===== config.mk =====
export PLATFORM = sky130hd
export DESIGN_NAME = sio_port
export DESIGN_NICKNAME = d
export VERILOG_FILES = /design/src/design/sio_pkg.sv /design/src/design/sio_sync2.sv /design/src/design/sio_pin_cell.sv /design/src/design/sio_port.sv
export VERILOG_INCLUDE_DIRS = /design/src /design/src/design
export SDC_FILE = /design/constraint.sdc
export NUM_CORES = 1
export LEC_CHECK = 0
export CAP_MARGIN = 20
export CORE_ASPECT_RATIO = 1.1
export CORE_UTILIZATION = 26
export CTS_CLUSTER_SIZE = 14
export DETAILED_ROUTE_END_ITERATION = 10
export DONT_BUFFER_PORTS = 1
export PLACE_DENSITY = 0.4
export RECOVER_POWER = 100
export SLEW_MARGIN = 40
export SYNTH_ARGS = -nofsm -noshare
export SYNTH_HDL_FRONTEND = slang
export SYNTH_HIERARCHICAL = 1
export SYNTH_SLANG_ARGS = --single-unit

===== constraint.sdc =====
create_clock -name clk -period 3.04 [get_ports clk]
set_clock_uncertainty 0.2 [all_clocks]
set_input_delay 0.608 -clock clk [delete_from_list [all_inputs] [get_ports clk]]
set_output_delay 0.608 -clock clk [all_outputs]
set_load 0.1 [all_outputs]

===== src/design/sio_params.svh =====
// Offsets, field masks, reset values and bus figures for the six-bit I/O port block.
// Assumes inclusion by bare name from design files; holds definitions only.
`ifndef SIO_PARAMS_SVH
`define SIO_PARAMS_SVH

// Register indices; the APB byte address is four times the index
`define SIO_IDX_B_LATCH      16'h0002
`define SIO_IDX_A_READBACK   16'h000E
`define SIO_IDX_B_READBACK   16'h000F
`define SIO_IDX_B_DIRECTION  16'h0F1C
`define SIO_IDX_A_PULLUP     16'h0F28
`define SIO_IDX_B_PULLUP     16'h0F29
`define SIO_IDX_B_FUNCTION   16'h0F36
`define SIO_IDX_B_OUT_TYPE   16'h0F43

// Implemented bit positions of each register
`define SIO_MASK_A_BITS      8'h0F
`define SIO_MASK_B_BITS      8'h3F
`define SIO_MASK_B_OD_BITS   8'h27

// Reset values
`define SIO_RST_BYTE         8'h00
`define SIO_RST_WORD         32'h0000_0000

// Bus geometry
`define SIO_APB_ADDR_W       16
`define SIO_APB_DATA_W       32
`define SIO_APB_MIN_ADDR_W   14

`endif


===== src/design/sio_pkg.sv =====
// Types shared by the six-bit I/O port block.
// Assumes nothing of its surroundings.
package sio_pkg;
	typedef logic [7:0]  sio_byte_t;
	typedef logic [31:0] sio_word_t;
	typedef logic [15:0] sio_addr_t;
endpackage : sio_pkg


===== src/design/sio_sync2.sv =====
// Two-flop synchroniser bank for pin levels.
// Assumes the inputs are asynchronous to clk and that srst is synchronous.
`timescale 1ns/1ps
`default_nettype none
module sio_sync2 #(
	parameter int WIDTH = 6
) (
	input  wire logic             clk,
	input  wire logic             srst,
	input  wire logic [WIDTH-1:0] async_in,
	output logic      [WIDTH-1:0] sync_out
);
	logic [WIDTH-1:0] meta_reg;

	generate
		if (WIDTH < 1) begin : g_bad_width
			$error("sio_sync2: WIDTH must be at least one");
		end
	endgenerate

	// The first stage is read by the second stage only
	always_ff @(posedge clk) begin
		if (srst) begin
			meta_reg <= '0;
			sync_out <= '0;
		end else begin
			meta_reg <= async_in;
			sync_out <= meta_reg;
		end
	end
endmodule : sio_sync2 // sio_sync2
`default_nettype wire


===== src/design/sio_pin_cell.sv =====
// Drive, pull-up and readback logic for one pin of the six-bit port.
// Assumes all control inputs come from registers on clk and pin_sync is synchronised.
`timescale 1ns/1ps
`default_nettype none
module sio_pin_cell #(
	parameter bit HAS_OUT_TYPE = 1'b1
) (
	input  wire logic direction,
	input  wire logic function_sel,
	input  wire logic open_drain,
	input  wire logic latch,
	input  wire logic periph_out,
	input  wire logic periph_oe,
	input  wire logic pullup_en,
	input  wire logic pin_sync,
	output logic      pin_out,
	output logic      pin_oe,
	output logic      pullup_on,
	output logic      readback
);
	logic od_sel;
	logic drive_req;
	logic data;

	// Pins without an output type bit are always push-pull
	assign od_sel = HAS_OUT_TYPE ? open_drain : 1'b0;

	// Bidirectional peripherals steer their own enable; the port function drives whenever the bit is an output
	assign data      = function_sel ? periph_out : latch;
	assign drive_req = direction & (function_sel ? periph_oe : 1'b1);

	// Open drain sinks only: the high side stays off and a one releases the pin
	assign pin_out   = od_sel ? 1'b0 : data;
	assign pin_oe    = od_sel ? (drive_req & ~data) : drive_req;

	assign pullup_on = pullup_en & (~direction | od_sel);

	// Push-pull outputs read zero where an output type bit exists; inputs, open drain and pins without one read the pin
	assign readback  = HAS_OUT_TYPE ? (pin_sync & (~direction | od_sel)) : pin_sync;
endmodule : sio_pin_cell // sio_pin_cell
`default_nettype wire


===== src/design/sio_port.sv =====
// Six-bit I/O port with readback, plus pull-up and readback of the four-bit port.
// Assumes an APB master on clk, pins that are asynchronous to clk, and
// on-chip serial peripherals that run on clk and present output and enable per pin.
//
// Design decision made here: the APB interface to the registers.
`timescale 1ns/1ps
`default_nettype none
`include "sio_params.svh"

// Summary of operation
// - Four-bit readback returns pin level for inputs, zero for outputs.
// - Six-bit port has per-bit direction; 1 is output, resets to input.
// - Output type on bits 0,1,2,5: 0 push-pull, 1 sink-only open drain.
// - Function select 0 gives latch drive; 1 routes the peripheral signal.
// - Pull-up connects only for inputs or open drain outputs; enables reset 0.
// - Six-bit readback: bits 3,4 always pin; others pin only if input/open drain.
// - Readback on bits 0,1,2,5: input gives pin, push-pull output zero, open drain output pin.
module sio_port #(
	parameter int PORT_A_WIDTH = 4,
	parameter int PORT_B_WIDTH = 6
) (
	input  wire logic                    clk,
	input  wire logic                    srst,
	// APB slave
	input  wire logic                    psel,
	input  wire logic                    penable,
	input  wire logic                    pwrite,
	input  wire sio_pkg::sio_addr_t      paddr,
	input  wire sio_pkg::sio_word_t      pwdata,
	input  wire logic [3:0]              pstrb,
	output sio_pkg::sio_word_t           prdata,
	output logic                         pready,
	output logic                         pslverr,
	// Four-bit port: direction comes from its own control logic
	input  wire logic [PORT_A_WIDTH-1:0] port_a_direction_bit,
	input  wire logic [PORT_A_WIDTH-1:0] port_a_pin_in,
	output logic      [PORT_A_WIDTH-1:0] port_a_pullup_on,
	// Six-bit port pins
	input  wire logic [PORT_B_WIDTH-1:0] port_b_pin_in,
	output logic      [PORT_B_WIDTH-1:0] port_b_pin_out,
	output logic      [PORT_B_WIDTH-1:0] port_b_pin_oe,
	output logic      [PORT_B_WIDTH-1:0] port_b_pullup_on,
	// Shared peripherals: synchronous serial, serial bus, UART and debug
	input  wire logic [PORT_B_WIDTH-1:0] periph_out,
	input  wire logic [PORT_B_WIDTH-1:0] periph_oe,
	output logic      [PORT_B_WIDTH-1:0] periph_in
);
	import sio_pkg::*;

	generate
		if (PORT_A_WIDTH != 4) begin : g_bad_a
			$error("sio_port: PORT_A_WIDTH must be 4");
		end
		if (PORT_B_WIDTH != 6) begin : g_bad_b
			$error("sio_port: PORT_B_WIDTH must be 6");
		end
		if ($bits(sio_addr_t) < `SIO_APB_MIN_ADDR_W) begin : g_bad_addr
			$error("sio_port: address too narrow for the register map");
		end
		// The masks must not claim positions beyond the pins
		if ((`SIO_MASK_A_BITS >> PORT_A_WIDTH) != 0) begin : g_bad_mask_a
			$error("sio_port: port a mask reaches past PORT_A_WIDTH");
		end
		if ((`SIO_MASK_B_BITS >> PORT_B_WIDTH) != 0) begin : g_bad_mask_b
			$error("sio_port: port b mask reaches past PORT_B_WIDTH");
		end
		if ((`SIO_MASK_B_OD_BITS & ~`SIO_MASK_B_BITS) != 8'h00) begin : g_bad_mask_od
			$error("sio_port: output type bits outside the port");
		end
	endgenerate

	// Byte addresses derived from the register indices
	localparam sio_addr_t ADDR_B_LATCH     = sio_addr_t'(`SIO_IDX_B_LATCH     << 2);
	localparam sio_addr_t ADDR_A_READBACK  = sio_addr_t'(`SIO_IDX_A_READBACK  << 2);
	localparam sio_addr_t ADDR_B_READBACK  = sio_addr_t'(`SIO_IDX_B_READBACK  << 2);
	localparam sio_addr_t ADDR_B_DIRECTION = sio_addr_t'(`SIO_IDX_B_DIRECTION << 2);
	localparam sio_addr_t ADDR_A_PULLUP    = sio_addr_t'(`SIO_IDX_A_PULLUP    << 2);
	localparam sio_addr_t ADDR_B_PULLUP    = sio_addr_t'(`SIO_IDX_B_PULLUP    << 2);
	localparam sio_addr_t ADDR_B_FUNCTION  = sio_addr_t'(`SIO_IDX_B_FUNCTION  << 2);
	localparam sio_addr_t ADDR_B_OUT_TYPE  = sio_addr_t'(`SIO_IDX_B_OUT_TYPE  << 2);

	localparam sio_byte_t MASK_A  = `SIO_MASK_A_BITS;
	localparam sio_byte_t MASK_B  = `SIO_MASK_B_BITS;
	localparam sio_byte_t MASK_OD = `SIO_MASK_B_OD_BITS;

	// Software-visible registers
	sio_byte_t port_b_output_latch_reg;
	sio_byte_t port_b_direction_reg;
	sio_byte_t port_b_function_select_reg;
	sio_byte_t port_b_output_type_reg;
	sio_byte_t port_a_pullup_enable_reg;
	sio_byte_t port_b_pullup_enable_reg;
	sio_word_t prdata_reg;

	// Bus decode
	logic      setup_phase;
	logic      write_commit;
	logic      addr_hit;
	logic      lane0_wr;
	sio_byte_t wr_byte;
	sio_byte_t rd_byte;
	logic      access_phase;

	// One strobe per writable register keeps every update block to its own concern
	logic      wr_b_latch;
	logic      wr_b_direction;
	logic      wr_b_function;
	logic      wr_b_out_type;
	logic      wr_a_pullup;
	logic      wr_b_pullup;

	// Write data already cut to the implemented positions of each register
	sio_byte_t wr_data_a;
	sio_byte_t wr_data_b;
	sio_byte_t wr_data_od;

	// Synchronised pin levels and derived readback
	logic [PORT_A_WIDTH-1:0] port_a_pin_sync;
	logic [PORT_B_WIDTH-1:0] port_b_pin_sync;
	sio_byte_t               port_a_pin_readback;
	sio_byte_t               port_b_pin_readback;
	logic [PORT_B_WIDTH-1:0] port_b_rb_bits;

	// Pins cross into clk before anything looks at them
	sio_sync2 #(
		.WIDTH (PORT_A_WIDTH)
	) u_sync_a (
		.clk      (clk),
		.srst     (srst),
		.async_in (port_a_pin_in),
		.sync_out (port_a_pin_sync)
	);

	sio_sync2 #(
		.WIDTH (PORT_B_WIDTH)
	) u_sync_b (
		.clk      (clk),
		.srst     (srst),
		.async_in (port_b_pin_in),
		.sync_out (port_b_pin_sync)
	);

	// Peripheral receivers see the synchronised pin whatever the port mode
	assign periph_in = port_b_pin_sync;

	// Zero-wait slave: every access phase completes at its first edge
	assign setup_phase  = psel & ~penable;
	assign access_phase = psel & penable;
	assign pready       = 1'b1;
	assign lane0_wr     = pstrb[0];
	assign wr_byte      = pwdata[7:0];
	assign write_commit = access_phase & pwrite & addr_hit & lane0_wr;

	always_comb begin
		case (paddr)
			ADDR_B_LATCH,
			ADDR_A_READBACK,
			ADDR_B_READBACK,
			ADDR_B_DIRECTION,
			ADDR_A_PULLUP,
			ADDR_B_PULLUP,
			ADDR_B_FUNCTION,
			ADDR_B_OUT_TYPE: addr_hit = 1'b1;
			default:         addr_hit = 1'b0;
		endcase
	end

	// Unmapped addresses answer with an error; the access still ends in one cycle
	assign pslverr = access_phase & ~addr_hit;

	// Readback registers get no strobe: a write to them ends normally and changes nothing
	assign wr_b_latch     = write_commit & (paddr == ADDR_B_LATCH);
	assign wr_b_direction = write_commit & (paddr == ADDR_B_DIRECTION);
	assign wr_b_function  = write_commit & (paddr == ADDR_B_FUNCTION);
	assign wr_b_out_type  = write_commit & (paddr == ADDR_B_OUT_TYPE);
	assign wr_a_pullup    = write_commit & (paddr == ADDR_A_PULLUP);
	assign wr_b_pullup    = write_commit & (paddr == ADDR_B_PULLUP);

	// Cutting at the write keeps absent positions at zero whatever software sends
	assign wr_data_a  = wr_byte & MASK_A;
	assign wr_data_b  = wr_byte & MASK_B;
	assign wr_data_od = wr_byte & MASK_OD;

	// Latch: data waits here until the bit is switched to output
	always_ff @(posedge clk) begin
		if (srst) begin
			port_b_output_latch_reg <= `SIO_RST_BYTE;
		end else if (wr_b_latch) begin
			port_b_output_latch_reg <= wr_data_b;
		end
	end

	// Direction resets to input so nothing is driven until software asks for it
	always_ff @(posedge clk) begin
		if (srst) begin
			port_b_direction_reg <= `SIO_RST_BYTE;
		end else if (wr_b_direction) begin
			port_b_direction_reg <= wr_data_b;
		end
	end

	// Selecting a peripheral alone never drives a pin; direction must be output too
	always_ff @(posedge clk) begin
		if (srst) begin
			port_b_function_select_reg <= `SIO_RST_BYTE;
		end else if (wr_b_function) begin
			port_b_function_select_reg <= wr_data_b;
		end
	end

	// Bits 3 and 4 have no output type choice, so they stay zero
	always_ff @(posedge clk) begin
		if (srst) begin
			port_b_output_type_reg <= `SIO_RST_BYTE;
		end else if (wr_b_out_type) begin
			port_b_output_type_reg <= wr_data_od;
		end
	end

	// Enables keep the written bits they implement (port b only 0,1,2,5); the pin logic decides when a pull-up really connects
	always_ff @(posedge clk) begin
		if (srst) begin
			port_a_pullup_enable_reg <= `SIO_RST_BYTE;
		end else if (wr_a_pullup) begin
			port_a_pullup_enable_reg <= wr_data_a;
		end
	end

	always_ff @(posedge clk) begin
		if (srst) begin
			port_b_pullup_enable_reg <= `SIO_RST_BYTE;
		end else if (wr_b_pullup) begin
			port_b_pullup_enable_reg <= wr_data_od;
		end
	end

	// Four-bit port: readback and pull-up depend on direction alone
	always_comb begin
		port_a_pin_readback = `SIO_RST_BYTE;
		port_a_pin_readback[PORT_A_WIDTH-1:0] = port_a_pin_sync & ~port_a_direction_bit;
	end

	// No open drain on this port, so only inputs may take the pull-up
	assign port_a_pullup_on = port_a_pullup_enable_reg[PORT_A_WIDTH-1:0] & ~port_a_direction_bit;

	// One cell per pin; only bits 0,1,2,5 carry an output type bit
	genvar gi;
	generate
		for (gi = 0; gi < PORT_B_WIDTH; gi++) begin : g_pin
			localparam bit HAS_OD = MASK_OD[gi];
			sio_pin_cell #(
				.HAS_OUT_TYPE (HAS_OD)
			) u_cell (
				.direction    (port_b_direction_reg[gi]),
				.function_sel (port_b_function_select_reg[gi]),
				.open_drain   (port_b_output_type_reg[gi]),
				.latch        (port_b_output_latch_reg[gi]),
				.periph_out   (periph_out[gi]),
				.periph_oe    (periph_oe[gi]),
				.pullup_en    (port_b_pullup_enable_reg[gi]),
				.pin_sync     (port_b_pin_sync[gi]),
				.pin_out      (port_b_pin_out[gi]),
				.pin_oe       (port_b_pin_oe[gi]),
				.pullup_on    (port_b_pullup_on[gi]),
				.readback     (port_b_rb_bits[gi])
			);
		end
	endgenerate

	always_comb begin
		port_b_pin_readback = `SIO_RST_BYTE;
		port_b_pin_readback[PORT_B_WIDTH-1:0] = port_b_rb_bits;
	end

	// Read mux; upper bits of every register read as zero
	always_comb begin
		case (paddr)
			ADDR_B_LATCH:     rd_byte = port_b_output_latch_reg;
			ADDR_A_READBACK:  rd_byte = port_a_pin_readback;
			ADDR_B_READBACK:  rd_byte = port_b_pin_readback;
			ADDR_B_DIRECTION: rd_byte = port_b_direction_reg;
			ADDR_A_PULLUP:    rd_byte = port_a_pullup_enable_reg;
			ADDR_B_PULLUP:    rd_byte = port_b_pullup_enable_reg;
			ADDR_B_FUNCTION:  rd_byte = port_b_function_select_reg;
			ADDR_B_OUT_TYPE:  rd_byte = port_b_output_type_reg;
			default:          rd_byte = `SIO_RST_BYTE;
		endcase
	end

	// Read data is captured in the setup cycle so that prdata leaves a flip-flop;
	// the pin sample is therefore one cycle older than the access phase
	always_ff @(posedge clk) begin
		if (srst) begin
			prdata_reg <= `SIO_RST_WORD;
		end else if (setup_phase) begin
			prdata_reg <= {24'h00_0000, rd_byte};
		end
	end

	assign prdata = prdata_reg;

endmodule : sio_port // sio_port
`default_nettype wire


* Word-level counts from Yosys, hierarchy flattened
Index checks and enable logic that the tools add are counted.
W data, S select, Z words.
** Operators by class
- Eq/ne operators :: 8
- Mux-type cells :: 22
- Bitwise operators :: 47
- Reduce and logical (&&, ||, !) cells :: 1
** Operators by type and width (count)
- $eq A16 B14 Y1 const B :: 5
- $pmux W6 S8 :: 1
- $eq A16 B6 Y1 const B :: 2
- $and A1 B1 Y1 :: 30
- $mux W1 :: 21
- $eq A16 B4 Y1 const B :: 1
- $not A1 Y1 :: 10
- $and A4 B4 Y4 :: 2
- $reduce_or A8 Y1 :: 1
- $not A4 Y4 :: 1
- $or A1 B1 Y1 :: 4
** Word-level totals
- Register bits :: 58
- Input port bits :: 83
- Output and inout bits :: 62
- Logic and storage cells :: 89

* Logic depth before layout (Yosys ltp)
Gate-level depths: netlist (run 1).
- Depth in word-level cells :: 6
- Mapped depth :: 8
- Depth with buffers taken out :: 5

* Modules after synthesis
Netlist (run 1), hierarchy kept.
** Modules (own cells, without submodules)
- sio_port :: times used 1, cells an instance 225, area each 2148.3 um^2, seq. area each 720.7 um^2
- sio_sync2 at u_sync_b :: times used 1, cells an instance 25, area each 366.6 um^2, seq. area each 240.2 um^2
- sio_sync2 at u_sync_a :: times used 1, cells an instance 16, area each 210.2 um^2, seq. area each 160.2 um^2
- sio_pin_cell at g_pin[0].u_cell ... :: times used 4, cells an instance 8, area each 51.3 um^2, seq. area each 0.0 um^2
- sio_pin_cell at g_pin[3].u_cell ... :: times used 2, cells an instance 5, area each 40.0 um^2, seq. area each 0.0 um^2

* Worst setup path after synthesis (run 1)
Ideal clock, no wire load.
- Path kind :: input -> output
- Start point :: in periph_oe[3]
- End point :: out port_b_pin_oe[3]
- Arrival :: 2.814 ns
- Data required time :: 2.232 ns
- Setup slack :: -0.582 ns
- Stages on the path :: 2
- Path buffers :: 0
- Path through :: inv_1 -> a21boi_0
** Between the ends
- Word-level cells in the longest chain between the ends :: 2
** RTL lines
- start: declaration :: RTL line sio_port.sv:45 : input wire logic [PORT_B_WIDTH-1:0] periph_oe,
- $mux W1 :: RTL line sio_pin_cell.sv:30 : assign drive_req = direction & (function_sel ? periph_oe : 1'b1);
- $and A1 B1 Y1 :: RTL line sio_pin_cell.sv:30
- end: declaration :: RTL line sio_port.sv:41 : output logic [PORT_B_WIDTH-1:0] port_b_pin_oe,
Every way passes these cells.

* Worst setup path after layout (run 1)
- Start point :: in paddr[1]
- End point :: out pslverr
** Between the ends
- Word-level cells in the longest chain between the ends :: 5
- Elaborated cells on any way between the ends :: 12
- Those cells by class :: eq/ne: 8; mux: 1; bitwise: 2; reduce/logical: 1
** RTL lines
- start: declaration :: RTL line sio_port.sv:28 : input wire sio_pkg::sio_addr_t paddr,
- $eq A16 B4 Y1 (tied with other cells) :: RTL line sio_port.sv:155 : case (paddr)
- $reduce_or A8 Y1 * :: RTL line sio_port.sv:155
- $mux W1 * :: RTL line sio_port.sv:155
- $not A1 Y1 * :: RTL line sio_port.sv:169 : assign pslverr = access_phase & ~addr_hit;
- $and A1 B1 Y1 * :: RTL line sio_port.sv:169
- end: declaration :: RTL line sio_port.sv:33 : output logic pslverr,
Every way passes the cells marked *; elsewhere a longest branch is shown, timed or not.

==> results.cfg, run 1 <==
[placed_design]
gp_congestion = 0.7687
dp_hpwl_um = 5919
place_inst = 486
post-place-ws_ns = 0.1662
io_buffers = 0

[cts]
root_buffer = clkbuf_16
clock-sinks = 56
ctsHtreeMaxLevel = 2
cts.clk_slew.worst_paths_ns = 0.07
cts_resized = 0
cts_tree = done
cts_buffer_depth = 2
clk_latency_ns = 0.29
post_cts_buffers = 0
hold_buffers = 0
cts_buffers = 5

[layout]
post_layout_nonfiller_instances = 494
area.growth.synth_to_final_pct = 10.14
regArea_um2 = 1121
final_common_cell = dfxtp_1
final_cell_mix = dfxtp_1 (56), nor2_1 (36), mux2i_1 (34), conb_1 (29), clkbuf_1 (26)
drive_gt1_share_pct = 17.29
fillers = 1207
multiInputGateArea_um2 = 1595
diodes = 0
num-nets-final = 429

[pwr]
power_density_nw_per_um2 = 468.0
combPwrFrac_pct = 14.4
leakage_nw = 1.206
power.total_mw = 1.552
p_sw_uw = 474.3
pwr-share-seq_pct = 48.5
switching_share_pct = 30.57
p_int_mw = 1.077
max-vdd-ir-drop_mv = 0.2019
power_frac_clock_pct = 37.1

[sta]
hold_violations = 0
fin_tns_setup_ns = 0
holdWs_ns = 0.1697
finalSetupViolations = 0
rsz0062_at_grt = false
drv_slew = 2
setup_ws_ns = 0.1851
max_freq_mhz = 350.3
timing.slew.headroom_pct = -22.29
tightest_slew_ns = 1.831
fin_crit_sh_pct = 93.91
period_needed_ns = 2.855

[worst_setup_path]
worstPathRequired_ns = 2.23
critPathLaunchType = primary input
cp-startpoint = paddr[1]
r2r_end = prdata[3]
endpoint_kind = primary output
worst_r2r_path_depth = 4
rr_startpoint = u_sync_b/sync_out[3]
ff2ff_setup_slack_ns = 1.01
cp.arrival_ns = 2.05
critPathKind = primary input to primary output
cp_max_fo = 7

[logic_synthesis]
yosysTopAreaCell = dfxtp_1
synthCells = 308
synthArstFlopShare_pct = 0
synth_edf_count = 0
yosys.cell_types.count = 54
yosysTopAreaCellShare_pct = 37.24
synth_seq_cells = 56
synth_ff_type = dfxtp_1
ys_seq_area_share_pct = 37.24
yosysWarnings = 6
avgSynthCellArea_um2 = 9.774
syn-cell-area_um2 = 3010
yosys-top-cells-area = dfxtp_1 (37%), mux2i_1 (11%), buf_4 (7.2%)

[detailed_routing]
ant_nets = 0
drc_errors = 0
vias = 2220
via_per_inst = 4.494
drt_wl_total_um = 7981
drt_iter0_drc = 131
wl_per_cell_um = 16.16
drt_first_pass_iters = 5

[floorplanning]
chipWidth_um = 104.6
rows = 40
pin_count = 145
die_y_um = 114.9
die-area_um2 = 12010
core_um2 = 11110
start_util_pct = 27.09

[global_routing]
grt_max_degree = 53
grt_pass1_wl_um = 11920
antenna_found_initial = 0
grt.total_usage_pct = 13.21
globalRouteOverflowTotal = 0
grt_pass1_vias = 2091

[outcome]
status = complete, but fails checks
violations = max-slew violations

[worst_hold_path]
hold_path.class = primary input to register
worstHoldStart = srst
holdPathStages = 1
holdPathEnd = u_sync_b/meta_reg[4]

[flow_run]
drv_cap = 0
per-stage QoR:
stage	cell area, um^2	util, %
final	3316	29.84
after global routing	3316	29.84
after CTS	3520	31.68
after detailed placement	3374	30.37
after global placement	3371	30.34
after floorplan	3119	-
logic make-up after synthesis:
kind of cell | synth area share, %
XOR/XNOR | 0.2910
buffers and inverters | 11.55
AO/OA/AOI/OAI | 9.517
multiplexers | 13.42
flip-flops | 37.24
AND/OR/NAND/NOR | 27.72
other | 0.2495
power by group through the flow:
| stage | clock network [mW] | registers [mW] | logic (mW) |
|---|---|---|---|
| after floorplan | 0 | 0.788 | 0.237 |
| after global placement | 0 | 0.770 | 0.230 |
| after detailed placement | 0 | 0.770 | 0.230 |
| after CTS | 0.602 | 0.753 | 0.231 |
| after global routing | 0.625 | 0.754 | 0.230 |
| final | 0.576 | 0.753 | 0.223 |
synthesized netlist by cell type, types with 3 or more instances:
cell type / count
dfxtp_1: 56
nor2b_2: 8
clkbuf_1: 3
buf_4: 29
nor2_1: 40
a32oi_1: 4
a222oi_1: 4
buf_6: 5
nand2_1: 6
nand3_1: 7
a22o_1: 6
mux2_2: 3
nor4_1: 3
nor2b_1: 14
mux2i_1: 34
inv_1: 14
nand2b_1: 5
o221a_1: 4
and2_1: 9
a22oi_1: 7
final cells by class:
type	count	share of cell area [%]
clock buffers	6	3.887
clock inverters	2	0.4906
flip-flops and latches	56	33.81
repair buffers	43	6.566
multi-input cells	226	48.11
well taps	147	5.547
inverters	14	1.585
routing by layer:
layer | track usage, % | wire [um]
met4 | 3.099 | 40
met1 | 17.40 | 3594
met3 | 3.288 | 481
met5 | 0 | 0
met2 | 21.81 | 3865
critical path, cell delays in order:
cell and delay, ns:
or4b_4 0.58, nor4_1 0.28, o21ai_0 0.17, nand3_1 0.18, nor2_4 0.04, buf_6 0.18
worst max-delay path by stage:
| stage | end | slack [ns] |
|---|---|---|
| 2_1_floorplan | pslverr | 0.16 |
| 3_3_place_gp | pslverr | 0.17 |
| 3_5_place_dp | pslverr | 0.17 |
| 4_1_cts | pslverr | 0.16 |
| 5_1_grt | pslverr | 0.11 |
| 6_report | pslverr | 0.19 |
Power figures use the tool's default switching activity.
==> run 2: changes to the inputs <==
--- a/config.mk
+++ b/config.mk
@@ -7,4 +7,5 @@
 export NUM_CORES = 1
 export LEC_CHECK = 0
+export ABC_AREA = 1
 export CAP_MARGIN = 20
 export CORE_ASPECT_RATIO = 1.1
==> constraint.sdc (replaced) <==
create_clock -name clk -period 3.04 [get_ports clk]
set_clock_uncertainty 0.2 [all_clocks]
set_input_delay 0.152 -clock clk [delete_from_list [all_inputs] [get_ports clk]]
set_output_delay 0.152 -clock clk [all_outputs]
set_load 0.1 [all_outputs]
==> run 2 against run 1 <==
Against the previous run:
- first-iteration DRC count decreased by 13%
- critical path depth increased by 3
- final cell count increased by 60%
- synthesized cell count increased by 83%
- the flow still finishes with violations (max-slew violations)
- register-to-register slack got worse by 0.28 ns
- global-route usage increased by 0.59 points
- via count increased by 46%
- clock power increased by 5.2%
- largest cell class unchanged
- sequential share of layout area decreased by 6.5 points
==> results.cfg, run 2 <==
[logic_synthesis]
syn-cell-area_um2 = 3621
synthArstFlopShare_pct = 0
ys_seq_area_share_pct = 30.96
yosys-top-cells-count = inv_1 (124), nand2_1 (112), nor2_1 (86)
synthCells = 565
synth_most_common_cell = inv_1
synth_ff_type = dfxtp_1
avgSynthCellArea_um2 = 6.409
yosysTopAreaCell = dfxtp_1
synth_edf_count = 0
yosys.cell_types.count = 24
yosys-top-cells-area = dfxtp_1 (31%), inv_1 (13%), nand2_1 (12%)
synth_seq_cells = 56
yosysWarnings = 6
yosysTopAreaCellShare_pct = 30.96

[cts]
ctsHtreeMaxLevel = 2
cts.clk_slew.worst_paths_ns = 0.07
cts_tree = done
clock-sinks = 56
cts_buffer_depth = 2
cts_resized = 0
clk_latency_ns = 0.29
root_buffer = clkbuf_16
cts_buffers = 5
post_cts_buffers = 0

[detailed_routing]
drt_first_pass_iters = 4
drt_wl_total_um = 9724
drc_errors = 0
ant_nets = 0
drt_iter0_drc = 114
vias = 3247
via_per_inst = 4.100
wl_per_cell_um = 12.28

[global_routing]
grt.total_usage_pct = 13.80
antenna_found_initial = 0
globalRouteOverflowTotal = 0
grt_max_degree = 38
grt_pass1_wl_um = 15400
grt_pass1_vias = 3031

[layout]
num-nets-final = 691
diodes = 0
area.growth.synth_to_final_pct = 13.37
regArea_um2 = 1121
final_cell_mix = inv_1 (123), nand2_1 (114), nor2_1 (82), dfxtp_1 (56)
multiInputGateArea_um2 = 1797
final_common_cell = inv_1
drive_gt1_share_pct = 12.01
fillers = 1510
fin_area_um2 = 4105

[placed_design]
dp_hpwl_um = 7576
gp_congestion = 0.8516
dpl_cell_area_um2 = 3978
io_buffers = 0

[sta]
tightest_slew_ns = 1.719
hold_violations = 0
period_needed_ns = 2.369
max_freq_mhz = 422.1
finalSetupViolations = 0
rsz0062_at_grt = false
fin_crit_sh_pct = 77.93
timing.slew.headroom_pct = -15.00
fin_tns_setup_ns = 0
drv_slew = 2

[pwr]
power.total_mw = 1.632
max-vdd-ir-drop_mv = 0.2073
switching_share_pct = 30.82
p_sw_uw = 502.9
p_int_mw = 1.129
combPwrFrac_pct = 16.9
power_frac_clock_pct = 37.2
power_density_nw_per_um2 = 397.5
leakage_nw = 1.874
pwr-share-seq_pct = 45.9

[worst_setup_path]
worstPathRequired_ns = 2.69
cp_max_fo = 37
ff2ff_setup_slack_ns = 0.73
critPathKind = primary input to primary output
worst_r2r_path_depth = 4
rr_startpoint = prdata[5]
endpoint_kind = primary output
r2r_end = prdata[5]
critPathLaunchType = primary input
cp.arrival_ns = 2.02

[floorplanning]
pin_count = 145
die_y_um = 125.8
die-area_um2 = 14400
chipWidth_um = 114.5
start_util_pct = 27.07
core_um2 = 13380
rows = 44

[flow_run]
drv_cap = 0

[outcome]
status = complete, but fails checks
violations = max-slew violations

[worst_hold_path]
hold_path.class = primary input to register
worstHoldStart = pwdata[0]
holdPathEnd = port_a_pullup_enable_reg[0]
holdPathStages = 4
## run 2: worst max path at each step
stage / from / end / slack, ns
after floorplan: port_b_output_type_reg[0] / port_b_pullup_on[0] / 0.09
after global placement: paddr[9] / port_b_direction_reg[2] / 1.03
after detailed placement: paddr[15] / port_b_function_select_reg[1] / 1.01
after CTS: srst / prdata[5] / 0.96
after global routing: paddr[15] / port_b_output_type_reg[1] / 0.44
final: paddr[15] / pslverr / 0.67
## run 2: cell families after synthesis
| logic type | after synthesis | synth area share, % |
|---|---|---|
| compound gates | 41 | 6.634 |
| buf+inv | 172 | 22.18 |
| simple gates | 294 | 40.01 |
| flops | 56 | 30.96 |
| other cells | 2 | 0.2074 |
## run 2: power groups by stage
stage                     combinational (mW)  sequential, mW  clock [mW]
after floorplan                        0.250           0.788           0
after global routing                   0.292           0.750       0.656
after detailed placement               0.260           0.767           0
after global placement                 0.258           0.767           0
final                                  0.276           0.749       0.606
after CTS                              0.282           0.750       0.630
## run 2: per-stage QoR
step / hold slack (ns) / worst slack (ns) / util (%) / std cells
2_1_floorplan: 0.02107 / 0.08974 / - / 592
4_1_cts: 0.009681 / 0.9617 / 32.07 / 792
5_1_grt: 0.04483 / 0.4428 / 30.69 / 792
3_5_place_dp: 0.02851 / 1.011 / 29.73 / 769
3_3_place_gp: 0.02667 / 1.032 / 29.53 / 768
6_report: 0.01319 / 0.6711 / 30.69 / 792
## run 2: timing repair
item / CTS / global route
hold endpoints to repair: 33 / 0
endpoints found under the setup margin: 0 / 0
hold buffers: 16 / 0
## run 2: per-layer routing
layer	global-route usage (%)	vias to the layer above	wire length [um]
li1	-	1727	-
met1	17.06	1401	4355
met2	24.10	110	4688
met3	2.502	9	542
met4	4.278	0	136
met5	0	-	0
## run 2: final cells by class
type                            count  share of cell area, %
Multi-Input combinational cell    364                  43.77
Timing Repair Buffer               51                  7.711
Sequential cell                    56                  27.31
Inverter                          130                  11.89
Tap cell                          184                  5.608
Clock buffer                        7                  3.718
## run 2: critical path, stage by stage
cell and delay, ns:
nor2_1 0.13, nand2_1 0.13, nor2_4 0.36, nand2_2 0.17
nand2_1 0.13, nor2_4 0.05, nand2_2 0.58, nor2_2 0.04
buf_4 0.25
